`src/design/mcp_pkg.sv`:
```
// Purpose: Shared types and constants for the memory channel host controller.
// Assumes: 100 MHz clock, 10 ns period.
// Notes:   Times are kept in ns; cycle counts are derived from them.
package mcp_pkg;

  localparam int CLK_NS    = 10;             // Clock period in ns
  localparam int ADDR_W    = 24;             // Word address width
  localparam int DATA_W    = 16;             // Data width without parity
  localparam int LINE_W    = 18;             // Data plus two parity lines
  localparam int FIFO_DEPTH = 32;            // Command buffer depth

  localparam int T_WS_NS   = 70;             // Write command before write data
  localparam int T_RP_NS   = 50;             // Least request pulse width
  // Least times round up to whole cycles
  localparam int WS_CYC    = (T_WS_NS + CLK_NS - 1) / CLK_NS;
  localparam int RP_CYC    = (T_RP_NS + CLK_NS - 1) / CLK_NS;
  localparam int CNT_W     = 4;              // Width of the phase counter

  localparam logic [ADDR_W-1:0] ADDR_RST = 24'h000000; // Address after reset
  localparam logic [LINE_W-1:0] LINE_RST = 18'h00000;  // Data lines after reset

  // One command from the user
  typedef struct packed {
    logic              lock;   // Hold the channel for this and the next access
    logic              write;  // High writes memory, low reads it
    logic [ADDR_W-1:0] addr;   // Word address
    logic [DATA_W-1:0] data;   // Write data
  } mcp_cmd_s;

  // One read answer to the user
  typedef struct packed {
    logic              par_err; // Odd parity failed on either byte
    logic [DATA_W-1:0] data;    // Read data
  } mcp_rsp_s;

  // Odd parity bit for one byte
  function automatic logic mcp_odd_par(input logic [7:0] b);
    mcp_odd_par = ~(^b);
  endfunction : mcp_odd_par

  // Both parity lines for a word, upper byte in the high bit
  function automatic logic [1:0] mcp_word_par(input logic [DATA_W-1:0] w);
    mcp_word_par = {mcp_odd_par(w[15:8]), mcp_odd_par(w[7:0])};
  endfunction : mcp_word_par

endpackage : mcp_pkg

```
`src/design/mcp_fifo.sv`:
```
// Purpose: Command buffer between the user and the channel sequencer.
// Assumes: Single clock, asynchronous active-low reset.
// Notes:   Full and empty are registered so the ready and valid outputs are clean.
module mcp_fifo import mcp_pkg::*; #(
  parameter int WIDTH = 42,
  parameter int DEPTH = FIFO_DEPTH
) (
  // Clock and reset
  input  wire logic             clk,
  input  wire logic             resetn,
  // Filling side
  input  wire logic             in_valid,
  output logic                  in_ready,
  input  wire logic [WIDTH-1:0] in_data,
  // Draining side
  output logic                  out_valid,
  input  wire logic             out_ready,
  output logic      [WIDTH-1:0] out_data
);

  localparam int AW = $clog2(DEPTH);

  logic [WIDTH-1:0] mem [DEPTH];          // Storage
  logic [AW-1:0]    wr_ptr, next_wr_ptr;  // Write pointer
  logic [AW-1:0]    rd_ptr, next_rd_ptr;  // Read pointer
  logic [AW:0]      count, next_count;    // Words held
  logic             full, next_full;      // Registered full flag
  logic             empty, next_empty;    // Registered empty flag
  logic             push, pop;

  assign push      = in_valid && !full;
  assign pop       = out_ready && !empty;
  assign out_valid = !empty;
  assign out_data  = mem[rd_ptr];

  // Pointer and flag updates
  always_comb begin
    next_wr_ptr = push ? AW'(wr_ptr + 1'b1) : wr_ptr;
    next_rd_ptr = pop ? AW'(rd_ptr + 1'b1) : rd_ptr;
    next_count  = count;
    if (push && !pop) begin
      next_count = (AW+1)'(count + 1'b1);
    end else if (pop && !push) begin
      next_count = (AW+1)'(count - 1'b1);
    end
    next_full  = (next_count == (AW+1)'(DEPTH));
    next_empty = (next_count == '0);
  end

  always_ff @(posedge clk or negedge resetn) begin
    if (!resetn) begin
      wr_ptr <= '0;
      rd_ptr <= '0;
      count  <= '0;
      full   <= 1'b0;
      empty  <= 1'b1;
      in_ready <= 1'b1;        // Empty buffer takes words at once
    end else begin
      wr_ptr <= next_wr_ptr;
      rd_ptr <= next_rd_ptr;
      count  <= next_count;
      full   <= next_full;
      empty  <= next_empty;
      in_ready <= !next_full;  // Own flop so the user sees no gate after it
    end
  end

  // Storage is not reset; only written words are ever read
  always_ff @(posedge clk) begin
    if (push) begin
      mem[wr_ptr] <= in_data;
    end
  end

endmodule : mcp_fifo

```
`src/design/mcp_host.sv`:
```
// Purpose: Host end of a memory channel; turns buffered commands into accesses.
// Assumes: Port strobes and read data arrive asynchronously and are synchronised.
// Notes:   One access in flight at a time; read answers cannot be stalled.
// How it works
// - Drive the 24-bit word address every access
// - Direction high writes, low reads
// - Inhibit asserted during power-down blocks requests
// - Source drives data on writes, port on reads
// - Odd parity per byte travels with data
// - Lock held gives two uninterrupted accesses
// - Raise direction soon after each read completes
// - No new request before acceptance pulse ends
module mcp_host import mcp_pkg::*; #(
  parameter int DEPTH = FIFO_DEPTH
) (
  // Clock and reset
  input  wire logic              clk,
  input  wire logic              resetn,
  // User command stream
  input  wire logic              cmd_valid,
  output logic                   cmd_ready,
  input  wire mcp_cmd_s          cmd,
  // User read answers
  output logic                   rsp_valid,
  output mcp_rsp_s               rsp,
  // User power control
  input  wire logic              power_down,
  // Channel address cable
  output logic      [ADDR_W-1:0] addr,
  output logic                   req,
  output logic                   write,
  output logic                   memory_inhibit,
  output logic                   lock,
  // Channel data cable, parity in bits 17:16
  input  wire logic [LINE_W-1:0] data_lines_in,
  output logic      [LINE_W-1:0] data_lines_out,
  output logic                   data_lines_oe,
  input  wire logic              acceptance_strobe,
  input  wire logic              transfer_done
);

  typedef enum logic [4:0] {
    ST_IDLE   = 5'b00001,   // Waiting for a command
    ST_SETUP  = 5'b00010,   // Address and direction settle
    ST_REQ    = 5'b00100,   // Request high until accepted
    ST_WAIT   = 5'b01000,   // Waiting for transfer done
    ST_FINISH = 5'b10000    // Release the data lines
  } mcp_state_e;

  // Sequencer state
  mcp_state_e         state, next_state;
  mcp_cmd_s           cur, next_cur;          // Command in flight
  logic [CNT_W-1:0]   cnt, next_cnt;          // Phase counter
  logic               acc_got, next_acc_got;  // Acceptance seen this access
  logic               done_got, next_done_got;// Transfer done seen
  // Registered outputs and their next values
  logic [ADDR_W-1:0]  next_addr;
  logic               next_req, next_write, next_inhibit, next_lock;
  logic [LINE_W-1:0]  next_dout;
  logic               next_oe, next_rsp_valid;
  mcp_rsp_s           next_rsp;
  // Synchronisers for pins from the port
  logic [LINE_W-1:0]  din_m, din_s;
  logic               acc_m, acc_s, acc_d;
  logic               done_m, done_s, done_d;
  logic               acc_rise, done_rise;
  // Buffer drain side
  logic               fq_valid, fq_pop;
  mcp_cmd_s           fq_cmd;

  // Commands queue here so the user can run ahead of the channel
  mcp_fifo #(
    .WIDTH ($bits(mcp_cmd_s)),
    .DEPTH (DEPTH)
  ) u_fifo (
    .clk       (clk),
    .resetn    (resetn),
    .in_valid  (cmd_valid),
    .in_ready  (cmd_ready),
    .in_data   (cmd),
    .out_valid (fq_valid),
    .out_ready (fq_pop),
    .out_data  (fq_cmd)
  );

  // Two flops on every pin input; strobes add a third so their rising edge can be found
  always_ff @(posedge clk or negedge resetn) begin
    if (!resetn) begin
      din_m  <= LINE_RST;
      din_s  <= LINE_RST;
      acc_m  <= 1'b0;
      acc_s  <= 1'b0;
      acc_d  <= 1'b0;
      done_m <= 1'b0;
      done_s <= 1'b0;
      done_d <= 1'b0;
    end else begin
      din_m  <= data_lines_in;
      din_s  <= din_m;
      acc_m  <= acceptance_strobe;
      acc_s  <= acc_m;
      acc_d  <= acc_s;
      done_m <= transfer_done;
      done_s <= done_m;
      done_d <= done_s;
    end
  end

  assign acc_rise  = acc_s && !acc_d;   // Acceptance pulse begins
  assign done_rise = done_s && !done_d; // Transfer done pulse begins

  // Start only when idle, powered and the last acceptance pulse is over;
  // after a read, direction stays high a second cycle so port drivers let go
  assign fq_pop = (state == ST_IDLE) && fq_valid && !memory_inhibit && !acc_s
                  && !rsp_valid;

  // Sequencer next values
  always_comb begin
    next_state     = state;
    next_cur       = cur;
    next_cnt       = cnt;
    next_acc_got   = acc_got;
    next_done_got  = done_got;
    next_addr      = addr;
    next_req       = req;
    next_write     = write;
    next_lock      = lock;
    next_dout      = data_lines_out;
    next_oe        = data_lines_oe;
    next_rsp_valid = 1'b0;
    next_rsp       = rsp;
    next_inhibit   = power_down;
    // Done can arrive while request is still high in a slow bank
    if ((state == ST_REQ || state == ST_WAIT) && done_rise) begin
      next_done_got = 1'b1;
      // Read data is valid when the done pulse starts
      next_rsp.data    = din_s[DATA_W-1:0];
      next_rsp.par_err = (din_s[LINE_W-1:DATA_W] != mcp_word_par(din_s[DATA_W-1:0]));
    end
    unique case (state)
      ST_IDLE: begin
        if (fq_pop) begin
          next_cur      = fq_cmd;
          next_addr     = fq_cmd.addr;
          next_write    = fq_cmd.write;
          next_dout     = {mcp_word_par(fq_cmd.data), fq_cmd.data};
          next_lock     = lock || fq_cmd.lock;
          next_cnt      = '0;
          next_acc_got  = 1'b0;
          next_done_got = 1'b0;
          next_state    = ST_SETUP;
        end
      end
      ST_SETUP: begin
        // Data is enabled only after the write command has settled
        next_cnt = CNT_W'(cnt + 1'b1);
        if (cnt == CNT_W'(WS_CYC - 1)) begin
          next_oe    = cur.write;
          next_req   = 1'b1;
          next_cnt   = '0;
          next_state = ST_REQ;
        end
      end
      ST_REQ: begin
        // Request stays until accepted and at least its least width
        if (cnt != CNT_W'(RP_CYC)) begin
          next_cnt = CNT_W'(cnt + 1'b1);
        end
        if (acc_rise) begin
          next_acc_got = 1'b1;
        end
        if ((acc_got || acc_rise) && cnt >= CNT_W'(RP_CYC - 1)) begin
          next_req   = 1'b0;
          next_state = ST_WAIT;
        end
      end
      ST_WAIT: begin
        // Both the acceptance pulse end and the done pulse are needed
        if ((done_got || done_rise) && !acc_s) begin
          next_state = ST_FINISH;
        end
      end
      ST_FINISH: begin
        next_oe        = 1'b0;
        next_write     = 1'b1;
        next_rsp_valid = !cur.write;
        if (!cur.lock) begin
          next_lock = 1'b0;
        end
        next_state = ST_IDLE;
      end
    endcase
  end

  always_ff @(posedge clk or negedge resetn) begin
    if (!resetn) begin
      state          <= ST_IDLE;
      cur            <= '0;
      cnt            <= '0;
      acc_got        <= 1'b0;
      done_got       <= 1'b0;
      addr           <= ADDR_RST;
      req            <= 1'b0;
      write          <= 1'b1;
      memory_inhibit <= 1'b1;
      lock           <= 1'b0;
      data_lines_out <= LINE_RST;
      data_lines_oe  <= 1'b0;
      rsp_valid      <= 1'b0;
      rsp            <= '0;
    end else begin
      state          <= next_state;
      cur            <= next_cur;
      cnt            <= next_cnt;
      acc_got        <= next_acc_got;
      done_got       <= next_done_got;
      addr           <= next_addr;
      req            <= next_req;
      write          <= next_write;
      memory_inhibit <= next_inhibit;
      lock           <= next_lock;
      data_lines_out <= next_dout;
      data_lines_oe  <= next_oe;
      rsp_valid      <= next_rsp_valid;
      rsp            <= next_rsp;
    end
  end

  // Accesses finished while the lock is high
  logic [2:0] lk_cnt;
  always_ff @(posedge clk or negedge resetn) begin
    if (!resetn) begin
      lk_cnt <= '0;
    end else if (!lock) begin
      lk_cnt <= '0;
    end else if (state == ST_FINISH && lk_cnt != 3'h7) begin
      lk_cnt <= 3'(lk_cnt + 1'b1);
    end
  end
endmodule : mcp_host

```
`config.mk`:
```
export PLATFORM = sky130hd
export DESIGN_NAME = mcp_host
export DESIGN_NICKNAME = d
export VERILOG_FILES = /design/src/design/mcp_pkg.sv /design/src/design/mcp_fifo.sv /design/src/design/mcp_host.sv
export SDC_FILE = /design/constraint.sdc
export NUM_CORES = 2
export LEC_CHECK = 0
export ABC_AREA = 1
export BUFFER_PORTS_ARGS = -buffer_cell sky130_fd_sc_hd__clkbuf_2
export CORE_MARGIN = 2
export CORE_UTILIZATION = 40
export DETAILED_ROUTE_END_ITERATION = 12
export GPL_TIMING_DRIVEN = 0
export PLACE_DENSITY_LB_ADDON = 0.05
export RECOVER_POWER = 25
export SYNTH_ARGS = -nofsm -noshare
export SYNTH_HDL_FRONTEND = slang
export SYNTH_SLANG_ARGS = --single-unit
```
`constraint.sdc`:
```
create_clock -name clk -period 4.7 [get_ports clk]
set_clock_uncertainty 0.1 [all_clocks]
set_input_delay 0.94 -clock clk [delete_from_list [all_inputs] [get_ports clk]]
set_output_delay 0.94 -clock clk [all_outputs]
set_load 0.02 [all_outputs]
```
==> summary.md <==
| Metric | Value |
|---|---|
| IO Port Bufs | `131` |
| TritonCTS Buffers | `165` |
| Final setup fails | `0` |
| Via-to-Cell Ratio | `5.59` |
| Crit path arrival time | `4.65 ns` |
| Failing checks | `max-capacitance violations, max-slew violations` |
| Crit start category | `flip-flop` |
| Largest net degree at the start of global routing | `75` |
| Yosys warning total | `0` |
| Initial Utilization | `0.403` |
| Wire per inst | `30.0 um` |
| Data required, critical path | `5.27 ns` |
| Clock Pin Slew Worst Setup and Hold Paths | `0.06 ns` |
| Initial antenna violation count | `6` |
| Row count | `140` |
| Grt ovf | `0` |
| Leakage power | `24.0 nW` |
| Predominant post-synthesis flop cell | `edfxtp_1` |
| Final Hold Viols | `0` |
| Post-synthesis cell count | `4609` |
| CP endpoint kind | `flip-flop` |
| Share of cells above drive strength 1 | `0.116` |
| Register area share after synthesis | `0.749` |
| Die Y | `387 um` |
| Grt met3 use | `0.0333` |
| Hpwl dp | `140 mm` |
| # nets final | `5052` |
| Die Wd | `387 um` |
| DR pass1 iterations | `5` |
| Die Area | `149000 um2` |
| Count leader, synth | `edfxtp_1` |
| Post-synth EDFFs | `1344` |
| Area growth syn-to-layout | `16.9%` |
| Dpl ws | `0.525 ns` |
| Fin util | `0.471` |
| Clk_lat worst skew | `0.80 ns` |
| CTS resizes | `0` |
| Hold Path Depth | `1` |
| Clk sinks | `1483` |
| Largest fanout on the critical path | `10` |
| Vias in the first global route | `37700` |
| CTS tree | `done` |
| FF-to-FF setup slack | `0.62 ns` |
| Type of the worst setup path | `reg -> reg` |
| Hold Startpoint | `power_down` |
| Worst flop-to-flop path startpoint | `u_fifo.rd_ptr[2]` |
| H-tree depth | `4` |
| Post-synth net total | `4685` |
| Iter 0 DRT Violations | `4166` |
| CTS Buffer Depth | `3` |
| Post-synth top area cell | `edfxtp_1` |
| Mapped Area | `58500 um2` |
| Max Clk Rate | `0.245 GHz` |
| GR peak layer | `met2` |
| Post-route DRC | `0` |
| First-pass GRT wire length | `294 mm` |
| Type of the most critical hold path | `in -> reg` |
| Reg2reg end | `addr[2]` |
| Relative slew slack | `-1.41` |
| Final period util | `0.868` |
| Setup Total Neg Slack | `0 ns` |
| CP startpoint | `u_fifo.rd_ptr[2]` |
| Area contributors post-synth | `edfxtp_1, dfrtp_1, nand2_1` |
| Design Area, Final | `68400 um2` |
| Core Area | `145000 um2` |
| Global Route Usage Sum | `0.279` |
| Root cell of the clock tree | `clkbuf_16` |
| Unrepaired setup endpoints after global routing | `no` |
| Power, Total | `32.9 mW` |
| Library cells used by synthesis | `44` |
| Max VDD drop | `0.000321 V` |
| Fin worst setup slack | `0.622 ns` |
| Worst Hold End | `memory_inhibit` |
| IO Pins | `132` |
| Synth top cells by count | `edfxtp_1, nand2_1, nor2_1` |
| Syn Area/Cell | `12.7 um2` |
| Tmin final | `4.08 ns` |
| # Max-Cap Violations | `16` |
| Met1 usage | `0.375` |
| Status | `finished, violations left` |
| Cts hold-fix bufs | `0` |
| Antenna Violating Nets Remaining | `0` |
| Placer Congestion | `0.825` |
| FFs w/ async S/R, synth | `0.0937` |
| Final wirelength | `211 mm` |
| Met2 usage | `0.467` |
| Slew Viols, Final | `494` |
| Post CTS Setup Buffer Count | `0` |
| #FFs+latches synth | `1483` |
| Vias | `39300` |
| Worst Max-Slew Pin Slew | `3.62 ns` |
| PwrDens | `481 nW/um2` |
| Placed cell areas | `63400 um2` |
| Worst r2r path cells | `9` |
| Synth top area share | `0.689` |
registers in the layout, summed over array words and instances, names as in the netlist, 2 cells and up:
register,flops
u_fifo.mem,1344
addr,24
data_lines_out,18
din_m,18
din_s,18
rsp,17
u_fifo.count,6
state,5
u_fifo.rd_ptr,5
u_fifo.wr_ptr,5
cnt,4
cur,2
area by class of cell:
| class | instances | area (um2) |
|---|---|---|
| plain buffers | 287 | 1500 |
| repair buffers | 200 | 2140 |
| clock buffers | 241 | 4700 |
| multi-input cells | 2728 | 13000 |
| clock inverters | 58 | 419 |
| fillers | 13200 | 76900 |
| diodes | 2 | 5.00 |
| well taps | 1917 | 2400 |
| flip-flops and latches | 1483 | 43800 |
| inverters | 111 | 424 |
layout by cell type, fill, tap and decap left out, drive strengths merged, types with 10 or more instances in the layout:
master / netlist / layout
dfrtp: 134 / 134
ha: 10 / 10
xor2: 17 / 17
nand2: 757 / 757
a21oi: 41 / 41
buf: 154 / 223
o211ai: 26 / 26
clkbuf: 133 / 505
o21ai: 561 / 561
o22ai: 128 / 128
nand4: 57 / 57
nand3: 285 / 285
nor2: 717 / 717
clkinv: 1 / 46
xnor2: 12 / 12
edfxtp: 1344 / 1344
mux2: 16 / 16
inv: 110 / 117
o221ai: 83 / 83
how the worst max path moves through the flow:
stage          slack [ns]                  to
2_1_floorplan        0.65   u_fifo.mem[31][0]
3_3_place_gp        -3.23  u_fifo.mem[24][31]
3_5_place_dp         0.53  u_fifo.mem[31][33]
4_1_cts              0.67             addr[3]
5_1_grt              0.45     u_fifo.count[1]
6_report             0.62             addr[2]
metrics by stage:
| step | std cells | hold WS (ns) |
|---|---|---|
| finish | 7027 | 0.146 |
| global placement | 6657 | 0.232 |
| floorplan | 4609 | 0.231 |
| global route | 7025 | 0.111 |
| CTS | 7025 | 0.0337 |
| detailed placement | 6726 | 0.235 |
worst max-delay path, cell delays in order (launching register included):
cell,delay (ns)
dfrtp_1,0.32
buf_4,0.27
buf_2,0.45
clkbuf_1,0.58
buf_1,0.61
o221ai_1,0.37
o211ai_1,0.54
nand4_1,0.39
nand3_1,0.25
nand2_1,0.07
cells by family after synthesis:
| group | count (synthesis) | share of synthesized area |
|---|---|---|
| compound gates | 846 | 0.0820 |
| flops | 1483 | 0.749 |
| xor+xnor | 29 | 0.00434 |
| mux | 17 | 0.00325 |
| fa+ha+maj | 10 | 0.00214 |
| buf+inv | 398 | 0.0329 |
| simple gates | 1826 | 0.126 |
power breakdown:
group | total (mW) | switching (mW) | leakage (nW) | internal [mW]
clock network | 12.4 | 5.28 | 2.49 | 7.13
logic | 4.79 | 3.54 | 7.69 | 1.26
registers | 15.7 | 0.326 | 13.9 | 15.4
total | 32.9 | 9.14 | 24.0 | 23.8
per-layer routing:
metal  vias up  part of all wire  wire length, um
li1      17400                 -                -
met1     20000              0.42            87800
met2      1511              0.49           103000
met3       319             0.057            11900
met4         2             0.039             8110
met5         -          0.000033                7
No activity file was read; power rests on OpenSTA's default activity.
